$ cat config.mk
export PLATFORM = sky130hd
export DESIGN_NAME = mra_regs
export DESIGN_NICKNAME = d
export VERILOG_FILES = /design/src/mra_pkg.sv /design/src/mra_regs.sv
export SDC_FILE = /design/constraint.sdc
export NUM_CORES = 1
export LEC_CHECK = 0
export BUFFER_PORTS_ARGS = -buffer_cell sky130_fd_sc_hd__buf_2
export CORE_MARGIN = 3
export CORE_UTILIZATION = 60
export DETAILED_ROUTE_END_ITERATION = 12
export PLACE_DENSITY_LB_ADDON = 0.05
export SLEW_MARGIN = 20
export SYNTH_ARGS = -nofsm -noshare
export SYNTH_HDL_FRONTEND = slang
export SYNTH_SLANG_ARGS = --single-unit
$ cat constraint.sdc
create_clock -name clk_sys_in -period 9.3 [get_ports clk_sys_in]
set_input_delay 1.395 -clock clk_sys_in [delete_from_list [all_inputs] [get_ports clk_sys_in]]
set_output_delay 1.395 -clock clk_sys_in [all_outputs]
set_load 0.05 [all_outputs]
$ cat src/mra_pkg.sv
// register bank constants, field layout and carrier types of the monitor.
// assumes one 25 MHz clock shared by the register port and measurement side.
// Summary of operation
// - remote result words are 16-bit read-only; D15 alert flag, D14:D12 tag
// - remote result D11 shows the sensing diode was found open
// - temperature held as 11-bit two's complement in D10 to D0
// - every result refreshed by a new conversion about every 5 ms
// - on-chip result is 16-bit read-only, D15 is a general alert flag
// - on-chip result bits D14 to D11 always read zero
// - D10 weighs -256 degrees, halving down to 0.25 degrees at D0
// - writes to 0x01..0x04 set output levels A..D; reads return results (0x01 reads zero here)
// - output-level write keeps D11:D0 as code, drops D15:D12
// - three alert status registers, 8 bits each, read and write
// - an alert event sets its matching status bit for the host
// - writing FF to an alert status register clears all its bits
// - writing one to a status bit clears only that bit
// - configuration D1 and D2 both set clears all alerts, enables pin
// - voltage alerts: even bit low, odd bit high, inputs 0 to 3
// - current alerts: monitor 1 at D1:D0, 2 at D3:D2, overrange D5:D4
// - temperature alerts: three low/high pairs, overtemp D6, open diode D7
// - channel select: D3:D0 analog inputs, D5:D4 current monitors
// - configuration register is 16-bit read/write, 0x0000 at power-up
// - source tag 110 marks remote sensor one, 111 remote sensor two

package mra_pkg;

	localparam logic [7:0] ADDR_RESULT_OR_LEVEL_A = 8'h01;
	localparam logic [7:0] ADDR_REMOTE_ONE_OR_B   = 8'h02;
	localparam logic [7:0] ADDR_REMOTE_TWO_OR_C   = 8'h03;
	localparam logic [7:0] ADDR_ONCHIP_OR_D       = 8'h04;
	localparam logic [7:0] ADDR_VOLTAGE_ALERT     = 8'h05;
	localparam logic [7:0] ADDR_CURRENT_ALERT     = 8'h06;
	localparam logic [7:0] ADDR_TEMP_ALERT        = 8'h07;
	localparam logic [7:0] ADDR_CHANNEL_SELECT    = 8'h08;
	localparam logic [7:0] ADDR_SETUP             = 8'h09;

	localparam logic [2:0]  TAG_REMOTE_ONE  = 3'h6;
	localparam logic [2:0]  TAG_REMOTE_TWO  = 3'h7;
	localparam logic [15:0] SETUP_RESET     = 16'h0000;
	localparam int          SETUP_ALERT_PIN = 2;
	localparam int          SETUP_CLEAR_ALL = 1;
	localparam logic [7:0]  VOLT_ALERT_MASK = 8'hFF;
	localparam logic [7:0]  CURR_ALERT_MASK = 8'h3F;
	localparam logic [7:0]  TEMP_ALERT_MASK = 8'hFF;
	localparam logic [7:0]  CHAN_SEL_MASK   = 8'h3F;
	localparam int          LEVEL_BITS      = 12;
	localparam int          TEMP_BITS       = 11;

	// temperature alert field positions
	localparam int TEMP_ALERT_REMOTE_ONE = 0;
	localparam int TEMP_ALERT_REMOTE_TWO = 2;
	localparam int TEMP_ALERT_ONCHIP     = 4;
	localparam int TEMP_ALERT_OVERTEMP   = 6;
	localparam int TEMP_ALERT_OPEN_DIODE = 7;

	localparam int unsigned CLK_HZ         = 25_000_000;
	localparam int unsigned CONV_PERIOD_US = 5000;
	localparam int unsigned CONV_CYCLES    =
		(CLK_HZ / 1_000_000) * CONV_PERIOD_US;

	typedef struct packed {
		logic [TEMP_BITS-1:0] remote_temp_one;
		logic [TEMP_BITS-1:0] remote_temp_two;
		logic [TEMP_BITS-1:0] onchip_temp;
		logic                 remote_one_open;
		logic                 remote_two_open;
	} mra_sample_t;

	typedef struct packed {
		logic [7:0] voltage;
		logic [5:0] current;
		logic [7:0] temperature;
	} mra_alert_evt_t;

	typedef struct packed {
		logic [LEVEL_BITS-1:0] level_a;
		logic [LEVEL_BITS-1:0] level_b;
		logic [LEVEL_BITS-1:0] level_c;
		logic [LEVEL_BITS-1:0] level_d;
	} mra_levels_t;

	typedef enum logic [1:0] {
		PHASE_HIGH = 2'b01,
		PHASE_LOW  = 2'b10
	} mra_phase_t;

endpackage : mra_pkg

$ cat src/mra_regs.sv
// register bank: temperature results, output levels, alert status, channel
// select and setup word, reached through a byte-wide register port.
// assumes a serial bus front end on the same clock delivering byte strobes.
`timescale 1ns/1ps

module mra_regs #(
	parameter int unsigned CONV_CYCLES = mra_pkg::CONV_CYCLES
) (
	input  wire logic                  clk_sys_in,
	input  wire logic                  resetn_in,
	input  wire logic                  xfer_start_in,
	input  wire logic [7:0]            reg_addr_in,
	input  wire logic                  wr_byte_valid_in,
	input  wire logic [7:0]            wr_byte_in,
	input  wire logic                  rd_byte_req_in,
	output logic      [7:0]            rd_byte_out,
	output logic                       rd_byte_valid_out,
	output logic                       conv_start_out,
	input  wire mra_pkg::mra_sample_t  sample_in,
	input  wire mra_pkg::mra_alert_evt_t alert_evt_in,
	output mra_pkg::mra_levels_t       levels_out,
	output logic      [7:0]            channel_select_out,
	output logic      [15:0]           setup_out,
	output logic                       alert_pin_enable_out
);

	// refused at elaboration: the counter needs a last count apart from zero
	if (CONV_CYCLES < 2) begin : g_conv_cycles_check
		$error("CONV_CYCLES must be at least 2");
	end

	logic                 rst_meta_n;
	logic                 rst_n;
	logic [7:0]           cur_addr;
	mra_pkg::mra_phase_t  phase;
	logic [7:0]           wr_hold;
	logic [7:0]           rd_hold;
	logic [31:0]          conv_count;
	logic                 conv_tick;
	logic [15:0]          remote_one_word;
	logic [15:0]          remote_two_word;
	logic [15:0]          onchip_word;
	logic [mra_pkg::TEMP_BITS-1:0] remote_one_temp;
	logic [mra_pkg::TEMP_BITS-1:0] remote_two_temp;
	logic [mra_pkg::TEMP_BITS-1:0] onchip_temp;
	logic                 remote_one_open;
	logic                 remote_two_open;
	logic [7:0]           voltage_alert_status;
	logic [7:0]           current_alert_status;
	logic [7:0]           temperature_alert_status;
	logic [7:0]           autocycle_channel_select;
	logic [15:0]          operating_setup;
	logic                 byte_wr;
	logic                 word_commit;
	logic [15:0]          word_data;
	logic                 clear_all;
	logic [15:0]          rd_word;
	logic [7:0]           next_rd_byte;
	logic [7:0]           voltage_evt;
	logic [7:0]           current_evt;
	logic [7:0]           temp_evt;

	// one status register update: set wins over the clear in the same cycle
	function automatic logic [7:0] alert_update(
		input logic [7:0] cur,
		input logic [7:0] set,
		input logic [7:0] clr,
		input logic [7:0] mask
	);
		alert_update = ((cur & ~clr) | set) & mask;
	endfunction : alert_update

	function automatic logic is_word_reg(input logic [7:0] addr);
		is_word_reg = (addr >= mra_pkg::ADDR_RESULT_OR_LEVEL_A &&
			addr <= mra_pkg::ADDR_ONCHIP_OR_D) ||
			addr == mra_pkg::ADDR_SETUP;
	endfunction : is_word_reg

	always_ff @(posedge clk_sys_in or negedge resetn_in) begin
		if (!resetn_in) begin
			rst_meta_n <= 1'b0;
			rst_n      <= 1'b0;
		end else begin
			rst_meta_n <= 1'b1;
			rst_n      <= rst_meta_n;
		end
	end

	// conversion pacing: the results refresh on their own, no host needed
	always_ff @(posedge clk_sys_in or negedge rst_n) begin
		if (!rst_n) begin
			conv_count <= 32'h0000_0000;
		end else if (conv_count == 32'(CONV_CYCLES - 1)) begin
			conv_count <= 32'h0000_0000;
		end else begin
			conv_count <= conv_count + 32'h0000_0001;
		end
	end

	assign conv_tick      = (conv_count == 32'(CONV_CYCLES - 1));
	assign conv_start_out = conv_tick;

	always_ff @(posedge clk_sys_in or negedge rst_n) begin
		if (!rst_n) begin
			remote_one_temp <= '0;
			remote_two_temp <= '0;
			onchip_temp     <= '0;
			remote_one_open <= 1'b0;
			remote_two_open <= 1'b0;
		end else if (conv_tick) begin
			remote_one_temp <= sample_in.remote_temp_one;
			remote_two_temp <= sample_in.remote_temp_two;
			onchip_temp     <= sample_in.onchip_temp;
			remote_one_open <= sample_in.remote_one_open;
			remote_two_open <= sample_in.remote_two_open;
		end
	end

	// result words; temperature is kept as raw two's complement, D0 = 0.25
	// degrees and D10 = -256 degrees, so no scaling happens here
	assign remote_one_word = {
		|temperature_alert_status[mra_pkg::TEMP_ALERT_REMOTE_ONE +: 2],
		mra_pkg::TAG_REMOTE_ONE,
		remote_one_open,
		remote_one_temp
	};
	assign remote_two_word = {
		|temperature_alert_status[mra_pkg::TEMP_ALERT_REMOTE_TWO +: 2],
		mra_pkg::TAG_REMOTE_TWO,
		remote_two_open,
		remote_two_temp
	};
	assign onchip_word = {
		|{voltage_alert_status, current_alert_status,
			temperature_alert_status},
		4'h0,
		onchip_temp
	};

	// byte phase: 16-bit registers move high byte first, then low byte
	always_ff @(posedge clk_sys_in or negedge rst_n) begin
		if (!rst_n) begin
			cur_addr <= 8'h00;
			phase    <= mra_pkg::PHASE_HIGH;
		end else if (xfer_start_in) begin
			cur_addr <= reg_addr_in;
			phase    <= mra_pkg::PHASE_HIGH;
		end else if ((wr_byte_valid_in || rd_byte_req_in) &&
				is_word_reg(cur_addr)) begin
			unique case (phase)
				mra_pkg::PHASE_HIGH: begin
					phase <= mra_pkg::PHASE_LOW;
				end
				mra_pkg::PHASE_LOW: begin
					phase <= mra_pkg::PHASE_HIGH;
				end
				default: begin
					phase <= mra_pkg::PHASE_HIGH;
				end
			endcase
		end
	end

	assign byte_wr     = wr_byte_valid_in && !xfer_start_in;
	assign word_commit = byte_wr && is_word_reg(cur_addr) &&
		phase == mra_pkg::PHASE_LOW;
	assign word_data   = {wr_hold, wr_byte_in};

	always_ff @(posedge clk_sys_in or negedge rst_n) begin
		if (!rst_n) begin
			wr_hold <= 8'h00;
		end else if (byte_wr && phase == mra_pkg::PHASE_HIGH) begin
			wr_hold <= wr_byte_in;
		end
	end

	// output levels are write-only; reads at 0x02..0x04 see results, 0x01 reads zero
	always_ff @(posedge clk_sys_in or negedge rst_n) begin
		if (!rst_n) begin
			levels_out <= '0;
		end else if (word_commit) begin
			unique case (cur_addr)
				mra_pkg::ADDR_RESULT_OR_LEVEL_A:
					levels_out.level_a <= word_data[11:0];
				mra_pkg::ADDR_REMOTE_ONE_OR_B:
					levels_out.level_b <= word_data[11:0];
				mra_pkg::ADDR_REMOTE_TWO_OR_C:
					levels_out.level_c <= word_data[11:0];
				mra_pkg::ADDR_ONCHIP_OR_D:
					levels_out.level_d <= word_data[11:0];
				default: begin
				end
			endcase
		end
	end

	always_ff @(posedge clk_sys_in or negedge rst_n) begin
		if (!rst_n) begin
			operating_setup <= mra_pkg::SETUP_RESET;
		end else if (word_commit && cur_addr == mra_pkg::ADDR_SETUP) begin
			operating_setup <= word_data;
		end
	end

	// clear-all fires on the write that lands both bits set
	assign clear_all = word_commit && cur_addr == mra_pkg::ADDR_SETUP &&
		word_data[mra_pkg::SETUP_ALERT_PIN] &&
		word_data[mra_pkg::SETUP_CLEAR_ALL];

	always_ff @(posedge clk_sys_in or negedge rst_n) begin
		if (!rst_n) begin
			autocycle_channel_select <= 8'h00;
		end else if (byte_wr && cur_addr == mra_pkg::ADDR_CHANNEL_SELECT) begin
			autocycle_channel_select <=
				wr_byte_in & mra_pkg::CHAN_SEL_MASK;
		end
	end

	// events arrive as one-cycle pulses from the limit comparators
	assign voltage_evt = alert_evt_in.voltage;
	assign current_evt = {2'h0, alert_evt_in.current};
	assign temp_evt    = alert_evt_in.temperature;

	always_ff @(posedge clk_sys_in or negedge rst_n) begin
		if (!rst_n) begin
			voltage_alert_status     <= 8'h00;
			current_alert_status     <= 8'h00;
			temperature_alert_status <= 8'h00;
		end else begin
			voltage_alert_status <= alert_update(voltage_alert_status,
				voltage_evt,
				clear_all ? 8'hFF :
				(byte_wr && cur_addr == mra_pkg::ADDR_VOLTAGE_ALERT) ?
				wr_byte_in : 8'h00,
				mra_pkg::VOLT_ALERT_MASK);
			current_alert_status <= alert_update(current_alert_status,
				current_evt,
				clear_all ? 8'hFF :
				(byte_wr && cur_addr == mra_pkg::ADDR_CURRENT_ALERT) ?
				wr_byte_in : 8'h00,
				mra_pkg::CURR_ALERT_MASK);
			temperature_alert_status <= alert_update(
				temperature_alert_status,
				temp_evt,
				clear_all ? 8'hFF :
				(byte_wr && cur_addr == mra_pkg::ADDR_TEMP_ALERT) ?
				wr_byte_in : 8'h00,
				mra_pkg::TEMP_ALERT_MASK);
		end
	end

	// read mux; offset 0x01 result belongs to the converter, reads zero here
	always_comb begin
		rd_word = 16'h0000;
		unique case (cur_addr)
			mra_pkg::ADDR_REMOTE_ONE_OR_B: rd_word = remote_one_word;
			mra_pkg::ADDR_REMOTE_TWO_OR_C: rd_word = remote_two_word;
			mra_pkg::ADDR_ONCHIP_OR_D:     rd_word = onchip_word;
			mra_pkg::ADDR_VOLTAGE_ALERT:
				rd_word = {8'h00, voltage_alert_status};
			mra_pkg::ADDR_CURRENT_ALERT:
				rd_word = {8'h00, current_alert_status};
			mra_pkg::ADDR_TEMP_ALERT:
				rd_word = {8'h00, temperature_alert_status};
			mra_pkg::ADDR_CHANNEL_SELECT:
				rd_word = {8'h00, autocycle_channel_select};
			mra_pkg::ADDR_SETUP:           rd_word = operating_setup;
			default:                       rd_word = 16'h0000;
		endcase
	end

	// the low byte is frozen when the high byte goes out, so a refresh
	// between the two bytes cannot tear the word
	always_comb begin
		next_rd_byte = rd_word[7:0];
		if (is_word_reg(cur_addr)) begin
			next_rd_byte = (phase == mra_pkg::PHASE_HIGH) ?
				rd_word[15:8] : rd_hold;
		end
	end

	always_ff @(posedge clk_sys_in or negedge rst_n) begin
		if (!rst_n) begin
			rd_hold <= 8'h00;
		end else if (rd_byte_req_in && !xfer_start_in &&
				phase == mra_pkg::PHASE_HIGH) begin
			rd_hold <= rd_word[7:0];
		end
	end

	always_ff @(posedge clk_sys_in or negedge rst_n) begin
		if (!rst_n) begin
			rd_byte_out       <= 8'h00;
			rd_byte_valid_out <= 1'b0;
		end else begin
			rd_byte_valid_out <= rd_byte_req_in && !xfer_start_in;
			if (rd_byte_req_in && !xfer_start_in) begin
				rd_byte_out <= next_rd_byte;
			end
		end
	end

	assign channel_select_out   = autocycle_channel_select;
	assign setup_out            = operating_setup;
	assign alert_pin_enable_out = operating_setup[mra_pkg::SETUP_ALERT_PIN];

endmodule : mra_regs

# After elaboration in Yosys (flattened, before gate mapping)
# Cells that the tools add are included.
# Widths: inputs -> output; s select.
# op_classes
eq_ne,12
bitwise_logic,9
addsub,1
reduce_logical,26
mux,13
n_lt_le_gt_ge,2
# op_table
op,count
$pmux 16 s8,1
$mux 8,6
$add 32x1->32 const B,1
$eq 32x17->1 const B,1
$eq 8x3->1 const B,4
$mux 32,1
$reduce_or 22->1,1
$and 8x8->8,2
$eq 8x2->1 const B,2
$eq 8x4->1 const B,2
$not 8->8,2
$or 8x8->8,2
$logic_and 1x1->1,15
$mux 6,2
$eq 8x1->1 const B,1
$ge 8x1->1 const B,1
$le 8x3->1 const B,1
$reduce_and 2->1,4
$and 6x6->6,1
$mux 2,3
$not 6->6,1
$or 6x6->6,1
$reduce_or 2->1,2
$eq 2x1->1 const B,1
4 further kinds,5
# word_totals
inputBits,78
output_inout_bits,83
reg_bits,196
word_cells,86

# Depth between registers and ports, before layout
# depth
depth_word,12
mapped_depth,7
mapped_depth_nobuf,6

# Worst setup path after synthesis
# OpenSTA, ideal clock, no wires.
# synth_timing
kind,register -> output
start,register conv_count[17]
end,output conv_start_out
slack_ns,4.990
t_required_ns,7.905
path_stages_with_launch,4
n_path_buf,0
arrival_time_ns,2.915
path_cell_list,dfrtp_1 -> or4b_1 -> or4_4 -> nor4_1
# synth_between
elab_chain_cells,1
# synth_rtl
element,line_no,rtl
"start, declared",mra_regs.sv:38,logic [31:0] conv_count;
"start signal, assigned",mra_regs.sv:96,conv_count <= conv_count + 32'h0000_0001;
$eq 32x17->1,mra_regs.sv:100,assign conv_tick = (conv_count == 32'(CONV_CYCLES - 1));
"end, declared",mra_regs.sv:18,"output logic conv_start_out,"
# No other way between the ends.

# Final worst setup path
# layout_timing
start,input xfer_start_in
end,register voltage_alert_status[7]
# layout_between
elab_chain_cells,11
word_cells_on_any_way,13
cone_classes,mux: 2; bitwise: 3; reduce/logical: 8
# layout_rtl
element,line_no,rtl
"start, declared",mra_regs.sv:11,"input wire logic xfer_start_in,"
$logic_not 1->1 *,mra_regs.sv:164,assign byte_wr = wr_byte_valid_in && !xfer_start_in;
$logic_and 1x1->1 *,mra_regs.sv:164,
$logic_and 1x1->1 (2 in a row),mra_regs.sv:165,assign word_commit = byte_wr && is_word_reg(cur_addr) &&
$logic_and 1x1->1 (2 in a row),mra_regs.sv:206,assign clear_all = word_commit && cur_addr == mra_pkg::ADDR_SETUP &&
$logic_and 1x1->1,mra_regs.sv:207,word_data[mra_pkg::SETUP_ALERT_PIN] &&
$mux 8 *,mra_regs.sv:232,clear_all ? 8'hFF :
$not 8->8 *,mra_regs.sv:70,alert_update = ((cur & ~clr) | set) & mask;
$and 8x8->8 *,mra_regs.sv:70,
$or 8x8->8 *,mra_regs.sv:70,
"end signal, assigned",mra_regs.sv:230,"voltage_alert_status <= alert_update(voltage_alert_status,"
"end, declared",mra_regs.sv:48,logic [7:0] voltage_alert_status;
# Mark *: on every way between the ends. The rest lies on a longest branch, timed or not.
# A chain may end at the register's enable or synchronous reset.

==> impl_metrics.yaml <==
placed_design:
  dp_hpwl_mm: 15.8
  routabilityCongestion: 0.908
  io_buffers: 158
logic_synthesis:
  synth_ff_type: "dfrtp_1"
  synth_edf_count: 0
  yosys_warnings: 0
  synth_seq_area_share: 0.563
  yosysUniqueCellTypes: 59
  ys_seq_elements: 196
  syn_area_per_cell_um2: 11.7
  postSynth.asyncResetShare: 1.00
  synth_area_um2: 8710
  syn_inst: 745
clocking:
  ctsLongestPathBuffers: 2
  clk_latency_ns: 0.44
  cts_resized: 0
  clkTransAtPathRegs_ns: 0.07
  cts_buffers: 17
  hold_buffers: 0
  root_buffer: "clkbuf_16"
  cts_max_level: 4
  cts_tree: "yes"
  clock_sinks: 196
  postCtsSetupRepairBufs: 0
drt:
  final_antenna_net_count: 0
  drc: 0
  wl_per_cell_um: 21.0
  drt-total-wl_mm: 22.5
  vias: 6671
  vias_per_cell: 6.21
  drtPass1Iterations: 6
  drt_iter0_markers: 673
power_and_ir_drop:
  seqPwrFrac: 0.525
  p_int_w: 0.00127
  combPwrFrac: 0.078
  swShare: 0.265
  p_leak_nw: 4.93
  power_frac_clock: 0.397
  powerDensity_nw_per_um2: 171
  power_switching_w: 0.000458
  ir_drop_uv: 137
setup_path:
  crit_arrival_ns: 4.65
  crit-reg2reg-launch: "cur_addr[2]"
  reg2reg_to: "voltage_alert_status[7]"
  r2r_cells: 5
  r2r_setup_slack_ns: 5.17
  critPathKind: "in2reg"
  start_kind: "input port"
  cp_max_fo: 22
  worst_setup_path_end_kind: "flop"
  cp.required_ns: 9.61
timing:
  max_slew_margin: 0.260
  fmax_mhz: 230
  report.final.hold_viol_count: 0
  setup_viol: 0
  final-max-slew-violation-count: 0
  finalCritPeriodShare: 0.467
  fin_tns_setup_ns: 0
  fin_skew_ns: 0.0135
  tightest_slew_ns: 1.11
  grt_setup_unrepaired: "false"
  post-route-min-period_ns: 4.34
grt:
  grt_overflow_total: 0
  grt_pass1_vias: 6606
  grt_pass1_wl_mm: 35.8
  antenna_found_initial: 0
  grt_max_degree: 82
  track_usage: 0.286
floorplan:
  core_um2: 14000
  chipHeight_um: 127
  dieWidth_um: 127
  start_util: 0.620
  row_count: 43
  num_io_pins: 161
  dieArea_um2: 16000
outcome:
  outcome: "finished, final reports clean"
layout:
  nNetsFinal: 961
  fin_util: 0.721
  regArea_um2: 4910
  n_fill_cell: 1024
  diodes: 0
  multi_input_area_um2: 3600
  layout-drive-gt1-share: 0.365
  syn2layout_area_growth_pct: 16.2
run:
  cap_violations: 0
min_path:
  hold_class: "reg2async"
==> kinds of logic (layout without fill, tap and decap cells) <==
kind of cell / after synthesis / in the layout / share of synthesized area
AND/OR/NAND/NOR: 239 / 239 / 0.136
XOR/XNOR: 31 / 31 / 0.0312
multiplexers: 116 / 116 / 0.148
adder cells (fa/ha/maj): 1 / 1 / 0.00144
AO/OA/AOI/OAI: 110 / 110 / 0.0932
other: 2 / 3 / 0.000862
flip-flops: 196 / 196 / 0.563
buffers and inverters: 50 / 199 / 0.0263
==> Yosys cell counts (7+ instances only) <==
| library cell | number | share of area |
|---|---|---|
| a21oi_1 | 22 | 0.013 |
| a22oi_1 | 10 | 0.0086 |
| a31o_2 | 22 | 0.022 |
| clkbuf_1 | 33 | 0.014 |
| dfrtp_1 | 195 | 0.56 |
| mux2_2 | 102 | 0.13 |
| mux2i_1 | 13 | 0.015 |
| nand2_1 | 94 | 0.040 |
| nand3_1 | 20 | 0.011 |
| nand3b_1 | 7 | 0.0060 |
| nand4_1 | 17 | 0.012 |
| nor2_1 | 41 | 0.018 |
| nor2b_1 | 10 | 0.0072 |
| nor4_1 | 14 | 0.010 |
| o21ai_0 | 12 | 0.0069 |
| xnor2_1 | 20 | 0.020 |
| xor2_1 | 11 | 0.011 |
==> worst max-delay path by stage <==
stage,cells after the start,slack [ns],startpoint,to
after floorplan,0,3.44,rst_n,channel_select_out[0]
after global placement,6,4.71,xfer_start_in,current_alert_status[0]
after detailed placement,6,4.59,xfer_start_in,voltage_alert_status[0]
after CTS,6,5.03,xfer_start_in,voltage_alert_status[7]
after global routing,6,4.65,xfer_start_in,current_alert_status[5]
final,6,4.96,xfer_start_in,voltage_alert_status[7]
==> power by group through the flow <==
stage | Sequential (W) | Clock [W] | Combinational [W]
2_1_floorplan | 0.000935 | 0 | 0.0000689
3_3_place_gp | 0.000921 | 0 | 0.000131
3_5_place_dp | 0.000922 | 0 | 0.000134
4_1_cts | 0.000906 | 0.000696 | 0.000135
5_1_grt | 0.000911 | 0.000730 | 0.000147
6_report | 0.000907 | 0.000686 | 0.000135
==> metrics by stage <==
| step | power (W) | setup slack, ns | cell area, um2 | hold WS, ns | cells |
|---|---|---|---|---|---|
| after floorplan | 0.00100 | 3.44 | 8720 | 0.331 | 746 |
| after global placement | 0.00105 | 4.71 | 9570 | 0.342 | 1043 |
| after detailed placement | 0.00106 | 4.59 | 9570 | 0.360 | 1043 |
| after CTS | 0.00174 | 5.03 | 10100 | 0.376 | 1075 |
| after global routing | 0.00179 | 4.65 | 10100 | 0.376 | 1075 |
| final | 0.00173 | 4.96 | 10100 | 0.355 | 1075 |
==> layout by cell type (no fill, tap or decap), types with 12 or more instances in the layout <==
cell type	synthesis	final
nor4_1	14	12
mux2_2	102	102
a21oi_1	22	22
nor2_1	41	41
dfrtp_1	195	194
mux2i_1	13	13
a31o_2	22	22
nand4_1	17	17
nand2_1	94	94
nand3_1	20	20
clkbuf_16	0	17
o21ai_0	12	12
xnor2_1	20	20
buf_2	0	158
==> area by class of cell <==
cell class / count / share of cell area
Sequential cell: 196 / 0.485
Multi-Input combinational cell: 500 / 0.356
Timing Repair Buffer: 162 / 0.0815
Clock buffer: 18 / 0.0424
Tap cell: 180 / 0.0223
Clock inverter: 14 / 0.0113
Inverter: 5 / 0.00185
==> sequential cells by signal (all words and copies together), names as in the netlist, 8 cells and up <==
register / cells
rd_hold: 8
wr_hold: 8
temperature_alert_status: 8
rd_byte_out: 8
setup_out: 16
remote_one_temp: 11
remote_two_temp: 11
voltage_alert_status: 8
onchip_temp: 11
conv_count: 32
cur_addr: 8
levels_out: 48
==> per-layer routing <==
layer  vias to the layer above  track usage  part of all wire  routed length (um)
li1                       2960            -                 -                   -
met2                       308        0.456              0.48               10800
met1                      3348        0.384              0.41                9160
met4                         0        0.101             0.030                 679
met5                         -            0                 0                   0
met3                        55       0.0754             0.082                1840
==> critical path, stage by stage <==
cell,delay [ns]
buf_2,0.19
nor4bb_1,0.67
nand4_1,0.68
clkinv_1,0.53
nand3_1,0.68
a31o_2,0.49
Note: power is estimated with default switching activity, not from simulation.
